[src/rtl/hfs_pkg.sv]
package hfs_pkg;

    // ------------------------------------------------------------------
    // Timing
    // ------------------------------------------------------------------
    localparam int unsigned CLK_HZ = 10_000_000;
    localparam int unsigned PG_DEGLITCH_MS = 9;
    localparam int unsigned PG_DEGLITCH_CYC = PG_DEGLITCH_MS * (CLK_HZ / 1000);
    localparam int unsigned POR_HOLD_MS = 400;
    localparam int unsigned POR_HOLD_CYC = POR_HOLD_MS * (CLK_HZ / 1000);
    localparam int unsigned RETRY_CYCLES = 16;
    localparam int unsigned CNT_W = 32;
    localparam logic [4:0] RETRY_CNT_ZERO = 5'h00;
    localparam logic [CNT_W-1:0] CNT_ZERO = 32'h0000_0000;
    localparam logic [CNT_W-1:0] CNT_ONE = 32'h0000_0001;

    // ------------------------------------------------------------------
    // Types
    // ------------------------------------------------------------------
    typedef enum logic [2:0]
    {
        HFS_OFF,
        HFS_RUN,
        HFS_LATCHED,
        HFS_RETRY_DIS,
        HFS_RETRY_CHG
    } hfs_state_t;

    // Synchronised comparator flags.
    typedef struct packed
    {
        logic enable_hi;
        logic por_ok;
        logic undervoltage_lockout_ok;
        logic limiting;
        logic timer_hi;
        logic timer_lo;
        logic vds_low;
        logic vds_high;
    } hfs_cmp_t;

    // Control outputs.
    typedef struct packed
    {
        logic gate_enable;
        logic gate_soft_pulldown;
        logic gate_force_low;
        logic power_limit_program_discharge;
        logic timer_charge;
        logic timer_discharge;
        logic power_good_out;
        logic vref_enable;
        logic limiting_active;
    } hfs_ctl_t;

endpackage

[src/rtl/hfs_sequencer.sv]
`timescale 1ns/1ps
// Contract
// Gate enabled only with enable high and POR and lockout satisfied.
// Latch-off exits only on enable low-then-high or lockout cycle.
// Enable or lockout turn-off selects the moderate soft gate pulldown.
// Power good asserts after low drain-source voltage held 9 ms.
// Power good low while enable false, lockout active, or high drain-source.
// Brief events are filtered by the 9 ms deglitch.
// Gate fully on below allowed current, else flag limiting active.
// Power-limit pin discharged when not enabled or latched off.
// Timer charges while limiting, discharges at tenth rate otherwise.
// Latch-off variant: upper timer threshold forces gate low and latches.
// Auto-retry: gate low, discharge to 1 V, 15 more cycles, re-enable.
// Timer discharges when enable low or lockout or POR active.
// No gate drive until POR held 400 ms and lockout exceeded.
// Lockout or POR holds gate, power-limit pin, power good, timer low.
// Reference output enabled only after POR and lockout are met.
// Auto-retry counts 16 timer cycles, repeating while fault persists.
// Thresholds are synchronised flags; counters restart on qualifying edges.
// Variant input is static, captured while the supply is not yet qualified.
module hfs_sequencer #(
    parameter int unsigned DEGLITCH_CYC = hfs_pkg::PG_DEGLITCH_CYC,
    parameter int unsigned POR_CYC = hfs_pkg::POR_HOLD_CYC
) (
    input wire logic i_clk,
    input wire logic i_rst,
    input wire logic i_ce,
    input wire logic i_auto_retry,
    input wire hfs_pkg::hfs_cmp_t i_cmp,
    output hfs_pkg::hfs_ctl_t o_ctl
);

    // ------------------------------------------------------------------
    // State
    // ------------------------------------------------------------------
    typedef struct packed
    {
        hfs_pkg::hfs_cmp_t s1;
        hfs_pkg::hfs_cmp_t s2;
        hfs_pkg::hfs_state_t st;
        logic auto_retry;
        logic variant_s1;
        logic variant_s2;
        logic [hfs_pkg::CNT_W-1:0] por_cnt;
        logic [hfs_pkg::CNT_W-1:0] pg_cnt;
        logic [4:0] retry_cnt;
        hfs_pkg::hfs_ctl_t ctl;
    } hfs_regs_t;

    hfs_regs_t r_reg;
    hfs_regs_t r_next;
    logic supply_ok;
    logic por_done;

    assign por_done = r_reg.por_cnt >= POR_CYC[hfs_pkg::CNT_W-1:0];
    assign supply_ok = por_done && r_reg.s2.undervoltage_lockout_ok;

    // ------------------------------------------------------------------
    // Next state
    // ------------------------------------------------------------------
    always_comb
    begin
        r_next = r_reg;
        r_next.s1 = i_cmp;
        r_next.s2 = r_reg.s1;
        r_next.variant_s1 = i_auto_retry;
        r_next.variant_s2 = r_reg.variant_s1;
        // The strap is followed only until the supply qualifies, so it cannot change
        // the fault behaviour while the gate may be driven.
        if (!supply_ok)
        begin
            r_next.auto_retry = r_reg.variant_s2;
        end
        // POR hold timer restarts whenever the POR comparator drops.
        if (!r_reg.s2.por_ok)
        begin
            r_next.por_cnt = hfs_pkg::CNT_ZERO;
        end
        else if (!por_done)
        begin
            r_next.por_cnt = r_reg.por_cnt + hfs_pkg::CNT_ONE;
        end
        unique case (r_reg.st)
            hfs_pkg::HFS_OFF:
            begin
                if (supply_ok && r_reg.s2.enable_hi)
                begin
                    r_next.st = hfs_pkg::HFS_RUN;
                end
            end
            hfs_pkg::HFS_RUN:
            begin
                if (!supply_ok || !r_reg.s2.enable_hi)
                begin
                    r_next.st = hfs_pkg::HFS_OFF;
                end
                else if (r_reg.s2.timer_hi)
                begin
                    r_next.st = r_reg.auto_retry ? hfs_pkg::HFS_RETRY_DIS
                                                 : hfs_pkg::HFS_LATCHED;
                    r_next.retry_cnt = hfs_pkg::RETRY_CNT_ZERO;
                end
            end
            hfs_pkg::HFS_LATCHED:
            begin
                // Leaves only on lockout/POR loss or an enable falling edge.
                if (!supply_ok || !r_reg.s2.enable_hi)
                begin
                    r_next.st = hfs_pkg::HFS_OFF;
                end
            end
            hfs_pkg::HFS_RETRY_DIS:
            begin
                if (!supply_ok || !r_reg.s2.enable_hi)
                begin
                    r_next.st = hfs_pkg::HFS_OFF;
                end
                else if (r_reg.s2.timer_lo)
                begin
                    if (r_reg.retry_cnt == 5'(hfs_pkg::RETRY_CYCLES - 1))
                    begin
                        r_next.st = hfs_pkg::HFS_RUN; // see
                    end
                    else
                    begin
                        r_next.st = hfs_pkg::HFS_RETRY_CHG;
                        r_next.retry_cnt = r_reg.retry_cnt + 5'h01;
                    end
                end
            end
            hfs_pkg::HFS_RETRY_CHG:
            begin
                if (!supply_ok || !r_reg.s2.enable_hi)
                begin
                    r_next.st = hfs_pkg::HFS_OFF;
                end
                else if (r_reg.s2.timer_hi)
                begin
                    r_next.st = hfs_pkg::HFS_RETRY_DIS;
                end
            end
            default:
            begin
                r_next.st = hfs_pkg::HFS_OFF;
            end
        endcase

        // Power good rises after a full deglitch of low drain-source voltage and,
        // once up, rides out in-band dips shorter than the same deglitch.
        if (r_next.st != hfs_pkg::HFS_RUN || r_reg.s2.vds_high)
        begin
            r_next.pg_cnt = hfs_pkg::CNT_ZERO;
        end
        else if (r_reg.s2.vds_low)
        begin
            if (r_reg.ctl.power_good_out)
            begin
                r_next.pg_cnt = DEGLITCH_CYC[hfs_pkg::CNT_W-1:0];
            end
            else if (r_reg.pg_cnt < DEGLITCH_CYC[hfs_pkg::CNT_W-1:0])
            begin
                r_next.pg_cnt = r_reg.pg_cnt + hfs_pkg::CNT_ONE;
            end
        end
        else if (!r_reg.ctl.power_good_out)
        begin
            r_next.pg_cnt = hfs_pkg::CNT_ZERO;
        end
        else if (r_reg.pg_cnt != hfs_pkg::CNT_ZERO)
        begin
            r_next.pg_cnt = r_reg.pg_cnt - hfs_pkg::CNT_ONE;
        end

        r_next.ctl.gate_enable = (r_next.st == hfs_pkg::HFS_RUN); // see
        r_next.ctl.limiting_active = r_next.ctl.gate_enable && r_reg.s2.limiting;
        r_next.ctl.gate_soft_pulldown = (r_next.st == hfs_pkg::HFS_OFF);
        r_next.ctl.gate_force_low = !r_next.ctl.gate_enable && !r_next.ctl.gate_soft_pulldown;
        r_next.ctl.power_limit_program_discharge = !r_next.ctl.gate_enable;
        r_next.ctl.timer_charge = (r_next.st == hfs_pkg::HFS_RETRY_CHG)
            || (r_next.ctl.gate_enable && r_reg.s2.limiting);
        r_next.ctl.timer_discharge = !r_next.ctl.timer_charge;
        r_next.ctl.power_good_out = r_reg.ctl.power_good_out
            ? (r_next.pg_cnt != hfs_pkg::CNT_ZERO)
            : (r_next.pg_cnt >= DEGLITCH_CYC[hfs_pkg::CNT_W-1:0]); // see
        r_next.ctl.vref_enable = supply_ok;
    end

    // ------------------------------------------------------------------
    // Registers
    // ------------------------------------------------------------------
    always_ff @(posedge i_clk)
    begin
        if (i_rst)
        begin
            r_reg <= '0;
            r_reg.st <= hfs_pkg::HFS_OFF;
            r_reg.ctl.gate_soft_pulldown <= 1'b1;
            r_reg.ctl.power_limit_program_discharge <= 1'b1;
            r_reg.ctl.timer_discharge <= 1'b1;
        end
        else if (i_ce)
        begin
            r_reg <= r_next;
        end
    end

    assign o_ctl = r_reg.ctl;

    // ------------------------------------------------------------------
    // Assertions
    // ------------------------------------------------------------------
    property p_gate_needs_supply;
        @(posedge i_clk) disable iff (i_rst)
        o_ctl.gate_enable |-> $past(supply_ok) || !$past(i_ce);
    endproperty
    a_gate_needs_supply: assert property (p_gate_needs_supply) // see
        else $error("Gate enabled without supply qualified.");

    property p_latched_holds;
        @(posedge i_clk) disable iff (i_rst)
        (i_ce && r_reg.st == hfs_pkg::HFS_LATCHED && supply_ok && r_reg.s2.enable_hi)
        |=> r_reg.st == hfs_pkg::HFS_LATCHED;
    endproperty
    a_latched_holds: assert property (p_latched_holds)
        else $error("Latched state left without enable or supply cycle.");

    property p_soft_pd;
        @(posedge i_clk) disable iff (i_rst)
        (r_reg.st == hfs_pkg::HFS_OFF) |-> o_ctl.gate_soft_pulldown && !o_ctl.gate_enable;
    endproperty
    a_soft_pd: assert property (p_soft_pd)
        else $error("Soft pulldown not selected while off.");

    property p_pg_deglitch;
        @(posedge i_clk) disable iff (i_rst)
        $rose(o_ctl.power_good_out) |-> r_reg.pg_cnt == DEGLITCH_CYC[hfs_pkg::CNT_W-1:0];
    endproperty
    a_pg_deglitch: assert property (p_pg_deglitch) // see
        else $error("Power good rose before deglitch completed.");

    property p_pg_low;
        @(posedge i_clk) disable iff (i_rst)
        (i_ce && (!r_reg.s2.enable_hi || r_reg.s2.vds_high || !r_reg.s2.undervoltage_lockout_ok))
        |=> !o_ctl.power_good_out;
    endproperty
    a_pg_low: assert property (p_pg_low) // see
        else $error("Power good high during a disqualifying condition.");

    property p_power_limit_program;
        @(posedge i_clk) disable iff (i_rst)
        (r_reg.st == hfs_pkg::HFS_LATCHED) |-> o_ctl.power_limit_program_discharge;
    endproperty
    a_power_limit_program: assert property (p_power_limit_program)
        else $error("Power-limit pin released while latched off.");

    property p_timer_excl;
        @(posedge i_clk) disable iff (i_rst)
        o_ctl.timer_charge != o_ctl.timer_discharge;
    endproperty
    a_timer_excl: assert property (p_timer_excl) // see
        else $error("Timer charge and discharge not exclusive.");

    property p_fault_trip;
        @(posedge i_clk) disable iff (i_rst)
        (i_ce && r_reg.st == hfs_pkg::HFS_RUN && supply_ok && r_reg.s2.enable_hi
            && r_reg.s2.timer_hi) |=> !o_ctl.gate_enable;
    endproperty
    a_fault_trip: assert property (p_fault_trip) // see
        else $error("Gate still enabled after timer fault.");

    property p_vref;
        @(posedge i_clk) disable iff (i_rst)
        (i_ce && !supply_ok) |=> !o_ctl.vref_enable;
    endproperty
    a_vref: assert property (p_vref)
        else $error("Reference enabled before supply qualified.");

    property p_pg_hold;
        @(posedge i_clk) disable iff (i_rst)
        (i_ce && o_ctl.power_good_out && r_reg.pg_cnt > hfs_pkg::CNT_ONE
            && r_next.st == hfs_pkg::HFS_RUN && !r_reg.s2.vds_high) |=> o_ctl.power_good_out;
    endproperty
    a_pg_hold: assert property (p_pg_hold)
        else $error("Power good dropped during a brief in-band dip.");

    property p_retry_count;
        @(posedge i_clk) disable iff (i_rst)
        (i_ce && r_reg.st == hfs_pkg::HFS_RETRY_DIS && supply_ok && r_reg.s2.enable_hi
            && r_reg.s2.timer_lo && r_reg.retry_cnt == 5'(hfs_pkg::RETRY_CYCLES - 1))
        |=> o_ctl.gate_enable;
    endproperty
    a_retry_count: assert property (p_retry_count)
        else $error("Gate not re-enabled after the last retry cycle.");

endmodule // hfs_sequencer

[config.mk]
export PLATFORM = sky130hd
export DESIGN_NAME = hfs_sequencer
export DESIGN_NICKNAME = d
export VERILOG_FILES = /design/src/rtl/hfs_pkg.sv /design/src/rtl/hfs_sequencer.sv
export SDC_FILE = /design/constraint.sdc
export NUM_CORES = 1
export LEC_CHECK = 0
export BUFFER_PORTS_ARGS = -buffer_cell sky130_fd_sc_hd__buf_2
export CORE_UTILIZATION = 41
export CTS_CLUSTER_DIAMETER = 80
export DETAILED_ROUTE_END_ITERATION = 8
export GPL_TIMING_DRIVEN = 1
export PLACE_DENSITY = 0.6
export RECOVER_POWER = 25
export SYNTH_ARGS = -nofsm -noshare
export SYNTH_HDL_FRONTEND = slang
export SYNTH_SLANG_ARGS = --single-unit
[constraint.sdc]
create_clock -name i_clk -period 2.81 [get_ports i_clk]
set_input_delay 0.4215 -clock i_clk [delete_from_list [all_inputs] [get_ports i_clk]]
set_output_delay 0.4215 -clock i_clk [all_outputs]
set_load 0.005 [all_outputs]
==> results.toml, run 1 <==
[global_routing]
grt_max_degree = 33
grt-ovfl-total = 0
antenna_found_initial = 0
grt_first_pass_wirelength_mm = 30.3
grt_pass1_vias = 6054
grtUsageTotal_pct = 25.2

[final_layout]
fill_cells = 1358
fin_area_um2 = 8180
multiInputGateArea_um2 = 4050
seqCellArea_um2 = 2020
largest_register_ffs = 82
utilization_pct = 56.3
num_antenna_cells = 0
layout.nets = 955
drive_gt1_share_pct = 32.6
area_growth_pct = 33.8

[timing]
clock_skew_ns = 0.00783
setup_slack_ns = -0.199
fin_crit_ns = 3.01
drv_slew = 0
fin_crit_sh_pct = 107
max_slew_margin_pct = 10.9
tns_ns = -0.356
setup_violations = 2
finalHoldViolCount = 0
rsz0062_at_grt = "yes"
max_freq_ghz = 0.332
tightest_slew_ns = 1.34

[worst_setup_path]
crit_required_ns = 3.10
arrival_ns = 3.29
end_kind = "flip-flop"
crit_start = "r_reg[14]"
reg2reg_slack_ns = -0.20
r2r-end = "r_reg[41]"
r2r_start = "r_reg[14]"
crit_type = "reg -> reg"
startpoint_type = "flip-flop"
setup.worst_path.end = "r_reg[41]"
path_max_fanout = 6
r2r_cells = 18

[synth]
syn_avg_cell_area_um2 = 7.76
syn_nets = 807
netlist_area_um2 = 6110
synth_area_leaders = "dfxtp_1, nor2_1, mux2i_1"
yosysMostFrequentCell = "nor2_1"
synth_seq_cells = 100
yosys.cell_types.count = 86
ys_seq_area_share_pct = 32.7
synth_top_area_share_pct = 32.7
synth-edff-count = 0
netlist_top_cells_count = "nor2_1, dfxtp_1, a21oi_1"
syn-instance-count = 788
yosysWarnings = 0
synthArstFlopShare_pct = 0
post-synth-top-area-cell = "dfxtp_1"
synth_flop_cell = "dfxtp_1"

[route]
wl_per_cell_um = 16.9
drc_errors = 0
num_vias = 6458
routed_wl_mm = 19.0
vias_per_cell = 5.74
drtIter0Drc = 431
dr.pass1.iters = 6
antenna_left = 0

[clock_tree]
hold_buffers = 0
cts_sinks = 100
cts-root-buf = "clkbuf_16"
htree_levels = 3
numCtsBuffers = 9
cts_tree = "yes"
cts.clk_slew.worst_paths_ns = 0.07
cts_buffer_depth = 2
clk_latency_ns = 0.35

[place]
place_congestion = 0.940
place_hpwl_mm = 13.5
place_area_um2 = 7330
dp_slack_ns = -0.463
io_buffers = 20

[floorplanning]
die_area_um2 = 15400
die_h_um = 124
num_io_pins = 21
start_util_pct = 42.1
core_area_um2 = 14500
die_w_um = 124
rows = 44

[power_and_ir_drop]
cellPowerDensity_nw_per_um2 = 353
p_sw_mw = 0.665
peakVddDrop_mv = 0.334
p_sw_share_pct = 23.0
p_comb_share_pct = 4.3
seq_power_share_pct = 49.9
leakage_nw = 3.33
pwr-share-clk_pct = 45.8
p_int_mw = 2.22

[run]
max_cap_violations = 0

[min_path]
hp-class = "in -> reg"

[run_status]
failed_checks = "negative setup slack"
status = "finished, violations left"
[cell usage in the layout (no fill, tap or decap), drive strengths merged, types with 9 or more instances in the layout]
cell | Yosys | layout
nand2 | 58 | 58
nand2b | 13 | 13
nor2 | 121 | 121
dfxtp | 100 | 100
mux2i | 33 | 33
clkbuf | 40 | 20
nor4 | 21 | 21
nand4 | 11 | 11
buf | 22 | 190
o21ai | 37 | 37
a22oi | 10 | 10
xnor2 | 12 | 12
nor3 | 32 | 32
xor2 | 9 | 9
inv | 22 | 26
a21oi | 58 | 58
or3 | 11 | 11
nand3 | 36 | 36
a31oi | 16 | 16
and3 | 14 | 14
[power groups by stage]
stage / clock network (mW) / logic, mW / registers, mW
finish: 1.32 / 0.124 / 1.44
global route: 1.40 / 0.135 / 1.44
CTS: 1.35 / 0.123 / 1.44
detailed placement: 0 / 0.121 / 1.47
global placement: 0 / 0.118 / 1.47
floorplan: 0 / 0.0869 / 1.47
[repair_timing]
item | 4_1_cts | 5_1_grt
buffers inserted | 17 | 4
pin swaps | 31 | 38
setup endpoints to repair | 18 | 34
gates resized for setup | 36 | 58
[through the flow]
stage	hold slack, ns	cells	power [mW]
global placement	0.435	1090	1.59
global route	0.307	1125	2.98
CTS	0.293	1123	2.92
floorplan	0.429	788	1.56
detailed placement	0.449	1090	1.59
finish	0.301	1125	2.89
[worst max-delay path: stages (launching register included)]
cell and delay, ns:
dfxtp_4 0.35, inv_4 0.06, ha_4 0.10, or4b_4 0.46
nor3_4 0.22, buf_6 0.14, a2111oi_4 0.07, buf_4 0.16
and3_4 0.16, o21ai_2 0.15, a22oi_2 0.08, buf_4 0.14
buf_4 0.12, buf_4 0.12, buf_4 0.12, buf_4 0.12
buf_4 0.12, a2bb2oi_1 0.13, nor2_1 0.11
[metal layers]
metal / vias to the layer above / GRT usage, % / part of all wire (%)
li1: 3140 / - / -
met1: 3090 / 33.6 / 45
met2: 199 / 40.5 / 47
met3: 29 / 4.21 / 5.4
met4: 0 / 9.67 / 2.3
met5: - / 0 / 0
[worst min-delay path by stage]
stage | startpoint | cells past startpoint | endpoint
2_1_floorplan | o_ctl[4] | 1 | o_ctl[4]
3_3_place_gp | o_ctl[4] | 1 | o_ctl[4]
3_5_place_dp | o_ctl[4] | 1 | o_ctl[4]
4_1_cts | i_cmp[3] | 3 | r_next[87]
5_1_grt | i_cmp[3] | 3 | r_next[87]
6_report | i_cmp[3] | 3 | r_next[87]
[cell type report]
type,count,area share [%]
Inverter,23,1.09
Sequential cell,100,24.7
Tap cell,184,2.81
Clock buffer,11,3.09
Timing Repair Buffer,199,18.1
Multi-Input combinational cell,603,49.5
Clock inverter,5,0.765
[logic make-up (layout without fill, tap and decap cells)]
| kind of cell | after synthesis | in the layout | synth area share (%) |
|---|---|---|---|
| AND/OR/NAND/NOR | 360 | 360 | 30.4 |
| adder cells (fa/ha/maj) | 7 | 7 | 1.43 |
| AO/OA/AOI/OAI | 180 | 180 | 19.0 |
| multiplexers | 35 | 35 | 5.77 |
| XOR/XNOR | 21 | 21 | 3.01 |
| flip-flops | 100 | 100 | 32.7 |
| buffers and inverters | 85 | 238 | 7.69 |
Power figures use the tool's default switching activity.
==> inputs of run 2 (changes only) <==
CORE_ASPECT_RATIO = 0.5   (was default)
==> run 2 against run 1 <==
  * Largest power group unchanged
  * Cell area fell by 0.89%
  * Critical endpoint is now o_ctl[2]
  * Sequential cell count did not move
  * Fmax fell by 1.4%
  * The flow still finishes with violations (negative setup slack)
  * Sequential power barely moved
==> results.toml, run 2 (synthesized netlist as in run 1, its figures left out) <==
[run_status]
status = "finished, violations left"
failed_checks = "negative setup slack"

[clock_tree]
cts_buffer_depth = 2
clk_latency_ns = 0.35
cts_tree = "yes"
cts-root-buf = "clkbuf_16"
hold_buffers = 0
cts.clk_slew.worst_paths_ns = 0.08
numCtsBuffers = 9
cts_sinks = 100
htree_levels = 3

[route]
drc_errors = 0
wl_per_cell_um = 16.3
routed-wl-met3_um = 898
dr.pass1.iters = 7
num_vias = 6212
routed-wl-met2_mm = 8.29
antenna_left = 0
vias_per_cell = 5.54
wl_met1_mm = 8.70
drtIter0Drc = 412
routed_wl_mm = 18.2
top_layer = "met4"

[timing]
rsz0062_at_grt = "yes"
max_slew_margin_pct = 14.2
tightest_slew_ns = 1.29
max_freq_ghz = 0.328
fin_crit_sh_pct = 109
setup_violations = 2
drv_slew = 0
clock_skew_ns = 0.0104
setup_slack_ns = -0.242
hold_slack_ns = 0.305
tns_ns = -0.254
finalHoldViolCount = 0
fin_crit_ns = 3.05

[floorplanning]
rows = 31
start_util_pct = 42.2
die_w_um = 175
core_area_um2 = 14500
num_io_pins = 21
die_area_um2 = 15400
die_h_um = 88.4

[worst_setup_path]
r2r_start = "r_reg[14]"
end_kind = "flip-flop"
r2r_cells = 15
arrival_ns = 3.27
crit_required_ns = 3.02
startpoint_type = "flip-flop"
crit_type = "reg -> reg"
path_max_fanout = 5
r2r-end = "o_ctl[2]"
reg2reg_slack_ns = -0.24

[final_layout]
area_growth_pct = 32.6
layout.nets = 937
fill_cells = 1389
largest_register_ffs = 82
most-common-layout-cells = "buf_4, nor2_1, dfxtp_1"
num_antenna_cells = 0
final_cells = 1121
final_common_cell = "buf_4"
utilization_pct = 55.9
drive_gt1_share_pct = 32.2

[place]
place_congestion = 0.987
place_hpwl_mm = 12.9
dp_slack_ns = -0.401
io_buffers = 20
dp_cells = 1094

[global_routing]
grt-ovfl-total = 0
grt_pass1_vias = 5757
grt_first_pass_wirelength_mm = 29.0
grt_max_degree = 49
antenna_found_initial = 0
grtUsageTotal_pct = 23.6

[power_and_ir_drop]
cellPowerDensity_nw_per_um2 = 351
peakVddDrop_mv = 0.357
leakage_nw = 3.25

[min_path]
hp-class = "in -> reg"
hp-start = "i_cmp[1]"
whs_path_depth = 3
min_to = "r_next[85]"

[run]
max_cap_violations = 0
run 2: worst max-delay path, cell delays in order, from the launching register on:
cell and delay, ns:
dfxtp_4 0.36, inv_4 0.06, ha_4 0.10, or4b_4 0.46
nor3_4 0.19, buf_6 0.14, a2111oi_4 0.07, buf_4 0.17
and2_4 0.15, buf_4 0.14, nand3_2 0.07, o21ai_2 0.08
nor4_4 0.36, nand2b_4 0.10, a2111oi_4 0.31, o311ai_1 0.14
run 2: final cells by class:
cell class | instances | area [µm²] | share of cell area, %
multi-input cells | 603 | 4090 | 50.4
flip-flops and latches | 100 | 2020 | 24.9
repair buffers | 181 | 1360 | 16.8
well taps | 198 | 248 | 3.06
clock buffers | 9 | 225 | 2.78
inverters | 23 | 88.8 | 1.10
clock inverters | 7 | 80.1 | 0.988
run 2: how the worst max path moves through the flow:
| stage | cells past startpoint | slack (ns) | endpoint | startpoint |
|---|---|---|---|---|
| 3_5_place_dp | 15 | -0.40 | o_ctl[2] | r_reg[14] |
| 5_1_grt | 14 | -0.39 | o_ctl[2] | r_reg[14] |
| 6_report | 15 | -0.24 | o_ctl[2] | r_reg[14] |
| 2_1_floorplan | 11 | -0.12 | o_ctl[2] | r_reg[35] |
| 4_1_cts | 13 | -0.16 | o_ctl[2] | r_reg[15] |
| 3_3_place_gp | 13 | -0.35 | o_ctl[2] | r_reg[14] |
run 2: report_power, final:
| part | switching [mW] | internal (mW) | leakage, nW |
|---|---|---|---|
| sequential | 0.0109 | 1.43 | 0.815 |
| clock | 0.644 | 0.633 | 0.145 |
| combinational | 0.0826 | 0.0430 | 2.29 |
run 2: stage by stage:
stage               instance area [µm²]  power [mW]
floorplan                          6170        1.56
global route                       8110        2.94
global placement                   7270        1.59
detailed placement                 7270        1.60
finish                             8110        2.84
CTS                                7830        2.86
run 2: per-layer routing:
metal,vias to the layer above,track usage (%)
li1,3102,-
met3,35,3.95
met2,182,40.1
met1,2893,30.7
met4,0,7.98
met5,-,0
run 2: timing repair:
| action | 4_1_cts | 5_1_grt |
|---|---|---|
| pin swaps | 24 | 27 |
| endpoints found under the setup margin | 23 | 31 |
| resized for setup | 47 | 59 |
| setup buffers | 9 | 3 |
==> inputs of run 3 (changes only) <==
SETUP_SLACK_MARGIN = 0.3   (was default)
==> run 3 against run 2 <==
  * Non-clock buffer count is 26 higher
  * Sequential power hardly changed
  * Cell count grew 2.2%
  * Global-route usage up 1.3 points
  * The flow still finishes with violations (negative setup slack)
  * First-iteration DRC count rose by 22%
  * Setup slack got worse by 0.027 ns
  * Clock power barely moved
  * Critical path depth fell by 4
==> results.toml, run 3 (synthesized netlist as in run 1, its figures left out) <==
[run_status]
status = "finished, violations left"
failed_checks = "negative setup slack"

[floorplanning]
rows = 31
die_w_um = 175
die_h_um = 88.4
core_area_um2 = 14500
num_io_pins = 21
start_util_pct = 42.2
die_area_um2 = 15400

[global_routing]
grt_pass1_vias = 5962
antenna_found_initial = 0
grtUsageTotal_pct = 24.9
grt-ovfl-total = 0
grt_first_pass_wirelength_mm = 30.5
grt_max_degree = 45

[clock_tree]
numCtsBuffers = 9
cts-root-buf = "clkbuf_16"
htree_levels = 3
cts_tree = "yes"
cts_sinks = 100
cts.clk_slew.worst_paths_ns = 0.08
clk_latency_ns = 0.36
cts_buffer_depth = 2
hold_buffers = 0

[power_and_ir_drop]
peakVddDrop_mv = 0.246
power.total_mw = 2.87
leakage_nw = 3.56
cellPowerDensity_nw_per_um2 = 323

[route]
drtIter0Drc = 501
num_vias = 6610
antenna_left = 0
routed_wl_mm = 19.8
vias_per_cell = 5.77
dr.pass1.iters = 6
wl_per_cell_um = 17.3
drc_errors = 0

[timing]
max_freq_ghz = 0.325
clock_skew_ns = 0.0113
max_slew_margin_pct = 13.2
tightest_slew_ns = 1.30
finalHoldViolCount = 0
fin_crit_sh_pct = 110
hold_slack_ns = 0.298
fin_crit_ns = 3.08
setup_slack_ns = -0.269
tns_ns = -0.269
setup_violations = 1
drv_slew = 0
rsz0062_at_grt = "yes"

[worst_setup_path]
crit_type = "reg -> reg"
end_kind = "flip-flop"
path_max_fanout = 3
startpoint_type = "flip-flop"
arrival_ns = 3.33
crit_required_ns = 3.06

[run]
max_cap_violations = 0

[min_path]
hp-class = "in -> reg"

[final_layout]
most-common-layout-cells = "buf_4, nor2_1, dfxtp_1"
drive_gt1_share_pct = 40.6
area_growth_pct = 45.2
layout.nets = 963
final_common_cell = "buf_4"
num_antenna_cells = 0
utilization_pct = 61.2
largest_register_ffs = 82

[place]
place_hpwl_mm = 12.9
io_buffers = 20
place_congestion = 0.934
## run 3: cell types whose count changed in the layout (fill, tap and decap cells not counted), moves of 7 or more
| cell | delta |
|---|---|
| a21oi_1 | -8 |
| buf_12 | +7 |
| buf_4 | -10 |
| buf_6 | +31 |
| dfxtp_1 | -9 |
| dfxtp_2 | +8 |
## run 3: repair_timing
| action | in CTS | in global routing |
|---|---|---|
| buffers inserted | 22 | 12 |
| setup endpoints to repair | 49 | 61 |
| cloned | 0 | 0 |
| resized for setup | 119 | 96 |
| pin swaps | 44 | 38 |
## run 3: power by group
| part | leakage, nW | internal [mW] | total (mW) | switching, mW |
|---|---|---|---|---|
| registers | 0.820 | 1.43 | 1.44 | 0.0105 |
| clock network | 0.150 | 0.674 | 1.30 | 0.622 |
| logic | 2.59 | 0.0446 | 0.131 | 0.0862 |
## run 3: path summary, 6_finish.rpt
kind	start	to	slack [ns]	depth (start not counted)
setup / recovery	r_reg[37]	o_ctl[2]	-0.27	11
hold / removal	i_cmp[4]	r_next[88]	0.30	3
setup reg to reg	r_reg[37]	o_ctl[2]	-0.27	11
hold reg to reg	o_ctl[4]	o_ctl[4]	0.45	1
## run 3: through the flow
stage	setup slack (ns)	area, µm²	std cells
2_1_floorplan	-0.125	6220	788
3_3_place_gp	-0.419	7400	1097
3_5_place_dp	-0.424	7400	1097
4_1_cts	-0.233	8400	1134
5_1_grt	-0.434	8880	1146
6_report	-0.269	8880	1146
## run 3: routing by layer
metal	track usage [%]	vias to the layer above	part of all wire, %
li1	-	3157	-
met5	0	-	0
met1	32.3	3156	46
met2	42.5	246	47
met4	9.33	0	2.4
met3	3.65	51	5.1
## run 3: cell type report
type                    instances  area, µm²
multi-input cells             603       4440
flip-flops and latches        100       2030
repair buffers                207       1770
clock inverters                 5       51.3
fillers                      1246       5630
inverters                      23       88.8
well taps                     198        248
clock buffers                  10        250
## run 3: worst max-delay path, stage by stage, from the launching register on
cell	delay (ns)
dfxtp_2	0.34
nor4_4	0.37
buf_6	0.17
nand4b_4	0.16
nor2_4	0.15
nand4_1	0.13
or4_2	0.58
a31oi_2	0.22
or4b_4	0.48
nor3_2	0.20
o311ai_1	0.10
o311ai_1	0.09
